`config.mk`:
```
export PLATFORM = sky130hd
export DESIGN_NAME = oab_unit
export DESIGN_NICKNAME = d
export VERILOG_FILES = /design/src/pkg/oab_pkg.sv /design/src/hw/oab_ea_calc.sv /design/src/hw/oab_alu.sv /design/src/hw/oab_unit.sv
export SDC_FILE = /design/constraint.sdc
export NUM_CORES = 1
export LEC_CHECK = 0
export BUFFER_PORTS_ARGS = -buffer_cell sky130_fd_sc_hd__buf_2
export CORE_MARGIN = 4
export CORE_UTILIZATION = 40
export DETAILED_ROUTE_END_ITERATION = 16
export PLACE_DENSITY = 0.66
export REMOVE_ABC_BUFFERS = 1
export SLEW_MARGIN = 20
export SYNTH_ARGS = -nofsm -noshare
export SYNTH_HDL_FRONTEND = slang
export SYNTH_SLANG_ARGS = --single-unit
export TNS_END_PERCENT = 5
```
`constraint.sdc`:
```
create_clock -name ref_clk -period 5.1 [get_ports ref_clk]
set_input_delay 1.02 -clock ref_clk [delete_from_list [all_inputs] [get_ports ref_clk]]
set_output_delay 1.02 -clock ref_clk [all_outputs]
set_load 0.02 [all_outputs]
```
`src/pkg/oab_pkg.sv`:
```
// shared types and constants of the operand address and branch unit
// assumes a byte-wide memory space with 16-bit addresses
package oab_pkg;

  // widths and reset values
  localparam int ADDR_W = 16;
  localparam int DATA_W = 8;
  localparam logic [15:0] ADDR_RST = 16'h0000;
  localparam logic [7:0] DATA_RST = 8'h00;
  // high byte used by the first-page modes
  localparam logic [7:0] PAGE0_HI = 8'h00;
  // highest address of the byte offset indexed mode
  localparam logic [15:0] IDX_BYTE_TOP = 16'h01FE;
  // condition code bit positions in ccrIn
  localparam int CCR_C = 0;
  localparam int CCR_Z = 1;
  localparam int CCR_N = 2;
  localparam int CCR_I = 3;
  localparam int CCR_H = 4;
  // read data arrive this many cycles after the read strobe
  localparam int MEM_RD_LAT = 1;

  // instruction class of a request
  typedef enum logic [2:0] {
    clsRegMem, clsRmw, clsBranch, clsBranchSub,
    clsBitBranch, clsBitOp, clsJump
  } oab_class_t;

  // operand addressing mode
  typedef enum logic [2:0] {
    modeImm, modeDir, modeExt, modeIdxNone,
    modeIdxByte, modeIdxWord, modeInhA, modeInhX
  } oab_mode_t;

  // register/memory operations
  typedef enum logic [3:0] {
    rmAdd, rmAdc, rmAnd, rmBitTest, rmCmpA, rmCmpX, rmXor, rmLoadA,
    rmLoadX, rmMultiply, rmOr, rmSbc, rmStoreA, rmStoreX, rmSub
  } oab_rm_op_t;

  // read-modify-write operations
  typedef enum logic [3:0] {
    mdShl, mdAsr, mdShr, mdRol, mdRor, mdClear, mdCompl, mdNegate,
    mdInc, mdDec, mdTestNegZero, mdBitSet, mdBitClear
  } oab_md_op_t;

  // branch conditions
  typedef enum logic [3:0] {
    cdAlways, cdNever, cdHigher, cdLowerSame, cdCarryClr, cdCarrySet,
    cdNotEqual, cdEqual, cdHalfClr, cdHalfSet, cdPlus, cdMinus,
    cdMaskClr, cdMaskSet, cdIrqLow, cdIrqHigh
  } oab_cond_t;

endpackage

```
`src/hw/oab_ea_calc.sv`:
```
// effective operand address of the memory addressing modes
// assumes the caller holds the instruction bytes stable while it looks
`timescale 1ns/1ps
module oab_ea_calc (
  input oab_pkg::oab_mode_t mode,
  input logic [7:0] byte1,
  input logic [7:0] byte2,
  input logic [7:0] idx,
  output logic [15:0] ea
);
  import oab_pkg::*;

  logic [8:0] sum9; // nine-bit sum of byte offset and index

  // address per mode, purely combinational
  always_comb
  begin
    sum9 = {1'b0, byte1} + {1'b0, idx};
    case (mode)
      modeDir:
        ea = {PAGE0_HI, byte1};
      modeExt:
        ea = {byte1, byte2};
      modeIdxNone:
        ea = {PAGE0_HI, idx};
      modeIdxByte:
        ea = {7'h00, sum9};
      modeIdxWord:
        ea = {byte1, byte2} + {8'h00, idx};
      default:
        ea = ADDR_RST; // immediate and inherent have no address
    endcase
  end

endmodule

```
`src/hw/oab_alu.sv`:
```
// data path for register/memory and read-modify-write operations
// assumes operands are settled; result is combinational
`timescale 1ns/1ps
module oab_alu (
  input logic isRmw,
  input logic [3:0] op,
  input logic [7:0] regVal,
  input logic [7:0] memVal,
  input logic [2:0] bitSel,
  input logic carryIn,
  output logic [7:0] result,
  output logic [7:0] resultHi,
  output logic carry,
  output logic carryValid
);
  import oab_pkg::*;

  logic [8:0] s9; // sum or difference with carry out
  logic [15:0] prod; // multiplier product
  logic [7:0] mask; // one-hot bit select

  // operation select
  always_comb
  begin
    s9 = 9'h000;
    prod = regVal * memVal;
    mask = 8'h01 << bitSel;
    result = DATA_RST;
    resultHi = DATA_RST;
    carry = carryIn;
    carryValid = 1'b0;
    if (isRmw)
    begin
      // single operand in memVal
      case (oab_md_op_t'(op))
        mdShl:
        begin
          result = {memVal[6:0], 1'b0};
          carry = memVal[7];
          carryValid = 1'b1;
        end
        mdAsr, mdShr, mdRor:
        begin
          // all three shift bit 0 out into carry
          result = memVal >> 1;
          if (oab_md_op_t'(op) == mdAsr)
            result[7] = memVal[7];
          else if (oab_md_op_t'(op) == mdRor)
            result[7] = carryIn;
          carry = memVal[0];
          carryValid = 1'b1;
        end
        mdRol:
        begin
          result = {memVal[6:0], carryIn};
          carry = memVal[7];
          carryValid = 1'b1;
        end
        mdClear:
          result = 8'h00;
        mdCompl:
        begin
          result = ~memVal;
          carry = 1'b1;
          carryValid = 1'b1;
        end
        mdNegate:
        begin
          result = 8'h00 - memVal;
          carry = (memVal != 8'h00);
          carryValid = 1'b1;
        end
        mdInc:
          result = memVal + 8'h01;
        mdDec:
          result = memVal - 8'h01;
        mdBitSet:
          result = memVal | mask;
        mdBitClear:
          result = memVal & ~mask;
        default:
          result = memVal; // test passes value unchanged
      endcase
    end
    else
    begin
      // register operand in regVal, memory operand in memVal
      case (oab_rm_op_t'(op))
        rmAdd, rmAdc:
        begin
          s9 = {1'b0, regVal} + {1'b0, memVal};
          if (oab_rm_op_t'(op) == rmAdc)
            s9 = s9 + {8'h00, carryIn};
          result = s9[7:0];
          carry = s9[8];
          carryValid = 1'b1;
        end
        rmSub, rmSbc, rmCmpA, rmCmpX:
        begin
          s9 = {1'b0, regVal} - {1'b0, memVal};
          if (oab_rm_op_t'(op) == rmSbc)
            s9 = s9 - {8'h00, carryIn};
          result = s9[7:0];
          carry = s9[8]; // borrow
          carryValid = 1'b1;
        end
        rmAnd, rmBitTest:
          result = regVal & memVal;
        rmXor:
          result = regVal ^ memVal;
        rmOr:
          result = regVal | memVal;
        rmMultiply:
        begin
          result = prod[7:0];
          resultHi = prod[15:8];
          carry = 1'b0;
          carryValid = 1'b1;
        end
        rmStoreA, rmStoreX:
          result = regVal;
        default:
          result = memVal; // loads
      endcase
    end
  end

endmodule

```
`src/hw/oab_unit.sv`:
```
// operand address, read-modify-write and branch sequencer of the cpu
// assumes a synchronous memory: data one cycle after the read strobe;
// opcode decode is outside and hands over class, mode and operation
`timescale 1ns/1ps

// Function
// - no-offset indexed address is index, page zero
// - byte-offset indexed adds byte and index, 9 bits
// - word-offset indexed adds index to 16-bit offset
// - first offset byte high, second byte low
// - taken branch adds offset, else next instruction
// - branch offset signed, -128 to +127
// - branches alone use relative addressing
// - read, modify, write back same place
// - negative-or-zero test never writes back
// - bit branch: opcode, direct address, offset
// - bit branch taken only when bit matches
// - tested bit always copied into carry
// - bit set/clear direct on first 256 bytes
// - register/memory: register operand and memory operand
// - register/memory group offers the listed operations
// - read-modify-write group offers the listed operations
// - branch conditions, always, never, subroutine
// - jumps use no register operand
// - direct address high byte is zero
// - extended address from two following bytes
module oab_unit (
  input logic ref_clk,
  input logic rst_n,
  input logic reqValid,
  input oab_pkg::oab_class_t reqClass,
  input oab_pkg::oab_mode_t reqMode,
  input logic [3:0] reqOp,
  input logic [2:0] reqBit,
  input logic reqBitSet,
  input logic [7:0] byte1,
  input logic [7:0] byte2,
  input logic [7:0] accReg,
  input logic [7:0] idxReg,
  input logic [15:0] pcNext,
  input logic [4:0] ccrIn,
  input logic irqLevel,
  input logic [7:0] memRdata,
  output logic [15:0] memAddr,
  output logic memRd,
  output logic memWr,
  output logic [7:0] memWdata,
  output logic busy,
  output logic done,
  output logic [15:0] pcOut,
  output logic branchTaken,
  output logic subCall,
  output logic carryOut,
  output logic carryLoad,
  output logic [7:0] accOut,
  output logic accLoad,
  output logic [7:0] idxOut,
  output logic idxLoad
);
  import oab_pkg::*;

  // sequencer states
  typedef enum logic [1:0] {stIdle, stRead, stExec, stWrite} oab_state_t;

  // whole state of the unit
  typedef struct packed {
    oab_state_t state;
    oab_class_t cls;
    oab_mode_t mode;
    logic [3:0] op;
    logic [2:0] bitSel;
    logic bitSet;
    logic [7:0] byte1;
    logic [7:0] byte2;
    logic [7:0] acc;
    logic [7:0] idx;
    logic [15:0] pcNext;
    logic [4:0] ccr;
    logic [7:0] opnd; // operand not taken from memory
    logic fromMem; // operand comes from memRdata
    logic [15:0] memAddr;
    logic memRd;
    logic memWr;
    logic [7:0] memWdata;
    logic busy;
    logic done;
    logic [15:0] pcOut;
    logic taken;
    logic subCall;
    logic carry;
    logic carryLoad;
    logic [7:0] accOut;
    logic accLoad;
    logic [7:0] idxOut;
    logic idxLoad;
  } oab_regs_t;

  oab_regs_t r; // registered state
  oab_regs_t next_r; // next state
  logic [15:0] reqEa; // address of the incoming request
  logic [7:0] aluReg; // register operand to the data path
  logic [7:0] aluMem; // memory operand to the data path
  logic [7:0] aluRes; // data path result
  logic [7:0] aluHi; // product high byte
  logic aluCarry; // data path carry
  logic aluCarryValid; // data path changes carry
  logic tested; // bit under test

  // branch target: sign-extend, wrap at 16 bits
  function automatic logic [15:0] relTarget(
    input logic [15:0] pc,
    input logic [7:0] off
  );
    relTarget = pc + {{8{off[7]}}, off};
  endfunction

  // condition of a relative branch
  function automatic logic condTrue(
    input oab_cond_t cond,
    input logic [4:0] ccr,
    input logic irq
  );
    case (cond)
      cdAlways: condTrue = 1'b1;
      cdNever: condTrue = 1'b0;
      cdHigher: condTrue = !(ccr[CCR_C] | ccr[CCR_Z]);
      cdLowerSame: condTrue = ccr[CCR_C] | ccr[CCR_Z];
      cdCarryClr: condTrue = !ccr[CCR_C];
      cdCarrySet: condTrue = ccr[CCR_C];
      cdNotEqual: condTrue = !ccr[CCR_Z];
      cdEqual: condTrue = ccr[CCR_Z];
      cdHalfClr: condTrue = !ccr[CCR_H];
      cdHalfSet: condTrue = ccr[CCR_H];
      cdPlus: condTrue = !ccr[CCR_N];
      cdMinus: condTrue = ccr[CCR_N];
      cdMaskClr: condTrue = !ccr[CCR_I];
      cdMaskSet: condTrue = ccr[CCR_I];
      cdIrqLow: condTrue = !irq;
      default: condTrue = irq;
    endcase
  endfunction

  // address of the request as it arrives
  oab_ea_calc uEa (
    .mode(reqMode),
    .byte1(byte1),
    .byte2(byte2),
    .idx(idxReg),
    .ea(reqEa)
  );

  // operands from the latched request
  always_comb
  begin
    aluMem = r.fromMem ? memRdata : r.opnd;
    // compare-index, index load and index store use the index
    if (r.cls == clsRegMem && (r.op == 4'(rmCmpX) ||
        r.op == 4'(rmLoadX) || r.op == 4'(rmStoreX)))
      aluReg = r.idx;
    else
      aluReg = r.acc;
    tested = memRdata[r.bitSel];
  end

  oab_alu uAlu (
    .isRmw(r.cls != clsRegMem),
    .op(r.op),
    .regVal(aluReg),
    .memVal(aluMem),
    .bitSel(r.bitSel),
    .carryIn(r.ccr[CCR_C]),
    .result(aluRes),
    .resultHi(aluHi),
    .carry(aluCarry),
    .carryValid(aluCarryValid)
  );

  // next-state logic of the sequencer
  always_comb
  begin
    next_r = r;
    // strobes last one cycle
    next_r.memRd = 1'b0;
    next_r.memWr = 1'b0;
    next_r.done = 1'b0;
    next_r.carryLoad = 1'b0;
    next_r.accLoad = 1'b0;
    next_r.idxLoad = 1'b0;
    case (r.state)
      stIdle:
      begin
        // requests while busy are ignored; only idle takes one
        if (reqValid)
        begin
          next_r.cls = reqClass;
          next_r.mode = reqMode;
          next_r.op = reqOp;
          next_r.bitSel = reqBit;
          next_r.bitSet = reqBitSet;
          next_r.byte1 = byte1;
          next_r.byte2 = byte2;
          next_r.acc = accReg;
          next_r.idx = idxReg;
          next_r.pcNext = pcNext;
          next_r.ccr = ccrIn;
          next_r.fromMem = 1'b0;
          next_r.taken = 1'b0;
          next_r.subCall = 1'b0;
          next_r.pcOut = pcNext; // sequential flow by default
          next_r.memAddr = reqEa;
          case (reqClass)
            clsBranch, clsBranchSub:
            begin
              // no memory access, answer next cycle
              next_r.taken = (reqClass == clsBranchSub) ||
                condTrue(oab_cond_t'(reqOp), ccrIn, irqLevel);
              if (next_r.taken)
                next_r.pcOut = relTarget(pcNext, byte1);
              next_r.subCall = (reqClass == clsBranchSub);
              next_r.done = 1'b1;
            end
            clsJump:
            begin
              // target is the address itself, no register read
              next_r.pcOut = reqEa;
              next_r.subCall = reqOp[0];
              next_r.done = 1'b1;
            end
            clsBitBranch, clsBitOp:
            begin
              // direct address in the byte after the opcode
              next_r.memAddr = {PAGE0_HI, byte1};
              next_r.memRd = 1'b1;
              next_r.fromMem = 1'b1;
              next_r.op = reqBitSet ? 4'(mdBitSet) : 4'(mdBitClear);
              next_r.state = stRead;
            end
            clsRegMem:
            begin
              if (reqOp == 4'(rmStoreA) || reqOp == 4'(rmStoreX))
              begin
                // store: write only, no read
                next_r.memWr = 1'b1;
                next_r.memWdata =
                  (reqOp == 4'(rmStoreX)) ? idxReg : accReg;
                next_r.state = stWrite;
              end
              else if (reqOp == 4'(rmMultiply))
              begin
                next_r.opnd = idxReg; // multiplies the two registers
                next_r.state = stExec;
              end
              else if (reqMode == modeImm)
              begin
                next_r.opnd = byte1;
                next_r.state = stExec;
              end
              else
              begin
                next_r.memRd = 1'b1;
                next_r.fromMem = 1'b1;
                next_r.state = stRead;
              end
            end
            default:
            begin
              // read-modify-write on a register or on memory
              if (reqMode == modeInhA || reqMode == modeInhX)
              begin
                next_r.opnd = (reqMode == modeInhA) ? accReg : idxReg;
                next_r.state = stExec;
              end
              else
              begin
                next_r.memRd = 1'b1;
                next_r.fromMem = 1'b1;
                next_r.state = stRead;
              end
            end
          endcase
        end
      end
      stRead:
        next_r.state = stExec; // read data due next cycle
      stExec:
      begin
        next_r.state = stIdle;
        next_r.done = 1'b1;
        if (r.cls == clsBitBranch)
        begin
          next_r.carry = tested;
          next_r.carryLoad = 1'b1;
          next_r.taken = (tested == r.bitSet);
          if (tested == r.bitSet)
            next_r.pcOut = relTarget(r.pcNext, r.byte2);
        end
        else
        begin
          next_r.carry = aluCarry;
          next_r.carryLoad = aluCarryValid;
          if (r.cls == clsRegMem)
          begin
            // compares and bit test only affect flags
            case (oab_rm_op_t'(r.op))
              rmLoadX:
              begin
                next_r.idxOut = aluRes;
                next_r.idxLoad = 1'b1;
              end
              rmMultiply:
              begin
                next_r.accOut = aluRes;
                next_r.accLoad = 1'b1;
                next_r.idxOut = aluHi;
                next_r.idxLoad = 1'b1;
              end
              rmBitTest, rmCmpA, rmCmpX: ;
              default:
              begin
                next_r.accOut = aluRes;
                next_r.accLoad = 1'b1;
              end
            endcase
          end
          else if (r.op == 4'(mdTestNegZero))
            ;
          else if (r.mode == modeInhA && r.cls == clsRmw)
          begin
            next_r.accOut = aluRes;
            next_r.accLoad = 1'b1;
          end
          else if (r.mode == modeInhX && r.cls == clsRmw)
          begin
            next_r.idxOut = aluRes;
            next_r.idxLoad = 1'b1;
          end
          else
          begin
            // write back to the address just read, done after it
            next_r.memWr = 1'b1;
            next_r.memWdata = aluRes;
            next_r.done = 1'b0;
            next_r.state = stWrite;
          end
        end
      end
      default:
      begin
        next_r.state = stIdle; // write strobe just went out
        next_r.done = 1'b1;
      end
    endcase
    next_r.busy = (next_r.state != stIdle);
  end

  // state register
  always_ff @(posedge ref_clk or negedge rst_n)
  begin
    if (!rst_n)
      r <= '0;
    else
      r <= next_r;
  end

  // every output straight from the state register
  assign memAddr = r.memAddr;
  assign memRd = r.memRd;
  assign memWr = r.memWr;
  assign memWdata = r.memWdata;
  assign busy = r.busy;
  assign done = r.done;
  assign pcOut = r.pcOut;
  assign branchTaken = r.taken;
  assign subCall = r.subCall;
  assign carryOut = r.carry;
  assign carryLoad = r.carryLoad;
  assign accOut = r.accOut;
  assign accLoad = r.accLoad;
  assign idxOut = r.idxOut;
  assign idxLoad = r.idxLoad;
endmodule

```
==> reports/results.tsv <==
stage	metric	value	unit
logic_synthesis	async_flop_share	100	%
die	dieArea	0.0399	mm2
logic_synthesis	synth_edf_count	0	
global_route	grt_pass1_wl	84900	um
setup_path	worstPathRequired	5.39	ns
routing	wire_per_inst	22.4	um
hold_path	worstHoldStart	memAddr[2]$_DFFE_PN0P_	
place	place_hpwl	42700	um
cts	path_clk_slew	0.06	ns
logic_synthesis	synth_ff_type	dfrtp_1	
sta	setup_ws	-0.498	ns
sta	fin_crit	5.60	ns
setup_path	path_delay_family	adder cells	
cts	cts_root_buffer	clkbuf_16	
logic_synthesis	synthDistinctLibCells	94	
setup_path	crit_type	reg2reg	
logic_synthesis	yosysSeqAreaShare	22.5	%
sta	setup_viol	11	
logic_synthesis	synth_area_per_cell	7.94	um2
setup_path	worst_setup_path_end_kind	flop	
hold_path	whs_path_depth	2	
global_route	track_usage	27.4	%
setup_path	crit_path_max_fanout	7	
cts	clockBufferDepth	2	
routing	drtIter0Drc	1323	
global_route	grt_overflow	0	
finish	finalNetCount	2243	
flow_run	cap_viol_max_count	0	
die	die_w	200	um
finish	final_layout_size_suffix_gt1_share	22.6	%
logic_synthesis	netlist_instances	1852	
logic_synthesis	synth.area.top_cells	dfrtp_1, ha_1, nand2_1, fa_1, o21ai_0	
die	rows	69	
sta	tightestPinTransition	0.981	ns
cts	numCtsBuffers	17	
routing	num_vias	14762	
logic_synthesis	synth-seq-cells	132	
routing	ant_nets	0	
routing	drcViolationCount	0	
routing	wirelength	55500	um
place	place.gp.congestion	1.03	
die	initial_utilization	41.0	%
setup_path	critPathMaxStageDelay	0.56	ns
setup_path	r2r_start	r[132]$_DFFE_PN0P_	
sta	clock.fmax	179	MHz
setup_path	crit_buf_inv	3	
sta	rsz0062_at_grt	true	
global_route	grt_max_degree	96	
setup_path	ff2ff_setup_slack	-0.50	ns
die	ios	145	
routing	dr.pass1.iters	5	
hold_path	min-delay-path-class	reg2reg	
setup_path	crit_chain	or3b_4, a211o_4, mux2_4, ha_2, fa_1, fa_1, ha_1, inv_1, fa_1, inv_1, ha_4, xnor2_2, o22ai_1, a2111oi_1, o21ai_1, a211o_1, a21oi_2, buf_4, o221ai_1	
finish	nFillCells	3510	
setup_path	slowest_stage	fa_1	
finish	area_delta_synth_final	18.0	%
die	core	0.0359	mm2
cts	htreeDepth	4	
hold_path	hold_path_end	memAddr[2]$_DFFE_PN0P_	
setup_path	cp_common_cell	fa_1	
sta	relSlewSlack	34.1	%
logic_synthesis	yosysTopAreaCell	dfrtp_1	
cts	cts_tree	done	
sta	period_share	110	%
setup_path	cp-startpoint	r[132]$_DFFE_PN0P_	
cts	clk_latency	0.43	ns
logic_synthesis	syn_area	0.0147	mm2
status	status	complete, but fails checks	
cts	cts_sinks	132	
logic_synthesis	yosysWarnings	0	
sta	hold_viol	0	
status	violations	setup timing	
die	die_height	200	um
routing	via_per_inst	5.95	
place	io_buffer_count	144	
logic_synthesis	synth_top_area_share	22.5	%
setup_path	cp-start-kind	flop	
sta	drv_slew	0	
sta	fin_skew	0.00900	ns
place	dpl_worst_slack	-0.820	ns
setup_path	reg2reg_depth	19	
setup_path	r2r-end	memWdata[5]$_DFFE_PN0P_	
global_route	antenna_found_initial	3	
setup_path	arrival	5.89	ns
global_route	grt_pass1_vias	14673	
==> registers in the layout, indices dropped and copies added (netlist names) <==
register / flops
r: 66
idxOut: 8
accOut: 8
memWr: 1
subCall: 1
memAddr: 16
memRd: 1
branchTaken: 1
carryOut: 1
busy: 1
carryLoad: 1
memWdata: 8
accLoad: 1
idxLoad: 1
pcOut: 16
done: 1
==> what timing repair did <==
item / 4_1_cts / 5_1_grt
endpoints found under the hold margin: 0 / 0
buffers inserted: 4 / 8
endpoints found under the setup margin: 15 / 16
hold buffers: 0 / 0
pin swaps: 26 / 54
resized for setup: 34 / 77
==> routing by layer <==
layer  wire length, um  global-route usage, %  share of wire [%]  vias up
li1                  -                      -                  -     6845
met1             21400                   33.4                 39     7092
met2             26500                   46.1                 48      660
met3              3860                   3.99                7.0      163
met4              3690                   16.3                6.7        2
met5                14                      0              0.025        -
==> cells by family (layout without fill, tap and decap cells) <==
group | after synthesis | after routing | synth area share (%)
buf+inv | 258 | 423 | 8.32
compound gates | 503 | 503 | 22.6
mux | 84 | 84 | 6.34
fa+ha+maj | 160 | 160 | 15.8
xor+xnor | 66 | 66 | 4.02
simple gates | 649 | 649 | 20.5
other cells | 0 | 2 | 0
flops | 132 | 132 | 22.5
==> cells in the final DEF, fill, tap and decap left out, types with 49 or more instances in the layout <==
cell type  netlist  routed
nand2_1        277     276
dfrtp_1        132     132
mux2i_1         49      49
a21oi_1        114     109
inv_1          104      91
nor2_1         148     138
ha_1           117     108
buf_2           13     143
o21ai_0        121     112
buf_4           58     127
==> Yosys cell counts (all sizes together), types with 9 or more instances <==
library cell	instances
a21o	19
o21bai	11
nor3	40
fa	43
buf	79
inv	108
nor2	148
o211ai	20
a31oi	14
xnor2	42
and2	11
or2	14
o221ai	19
a211oi	25
mux2i	53
and3	14
a21oi	116
o21ai	126
nor4	9
or3	23
a22oi	20
ha	117
o22ai	23
dfrtp	132
xor2	23
nand2b	21
clkbuf	67
nand2	277
nand3	30
o21a	14
nor2b	21
mux2	29
==> area by class of cell <==
| class | count | area [um2] | share of cell area [%] |
|---|---|---|---|
| multi-input combinational | 1462 | 10600 | 61.2 |
| sequential | 132 | 3300 | 19.0 |
| timing repair buffer | 279 | 1780 | 10.3 |
| tap | 461 | 577 | 3.32 |
| clock buffer | 23 | 498 | 2.87 |
| inverter | 112 | 430 | 2.48 |
| clock inverter | 9 | 139 | 0.800 |
| antenna | 2 | 5.00 | 0.0288 |
==> stage by stage <==
stage               hold slack, ns  instance area [um2]  cells  util (%)  TNS (ns)
detailed placement           0.464                16200   2436      45.1     -5.89
global placement             0.460                16200   2436      45.1     -5.09
floorplan                    0.440                13900   1706         -     -6.66
finish                       0.473                17400   2480      48.3     -3.80
global route                 0.508                17400   2479      48.3     -6.09
CTS                          0.479                17000   2472      47.3     -3.51
==> worst max path at each step <==
stage,to,slack [ns],cells after the start
after detailed placement,idxOut[7]$_DFFE_PN0P_,-0.82,20
final,memWdata[5]$_DFFE_PN0P_,-0.50,19
after floorplan,idxOut[6]$_DFFE_PN0P_,-0.95,21
after CTS,idxOut[7]$_DFFE_PN0P_,-0.48,20
after global routing,idxOut[6]$_DFFE_PN0P_,-0.66,22
after global placement,idxOut[7]$_DFFE_PN0P_,-0.70,20
==> tightest hold or removal path, stage by stage (launching register included) <==
cell and delay (ns):
dfrtp_1 0.34, nand2_1 0.04, o21ai_0 0.06
Power is left out: the tool's default activity adds up to more than one toggle a clock period on the data nets, which glitch-free logic cannot reach.
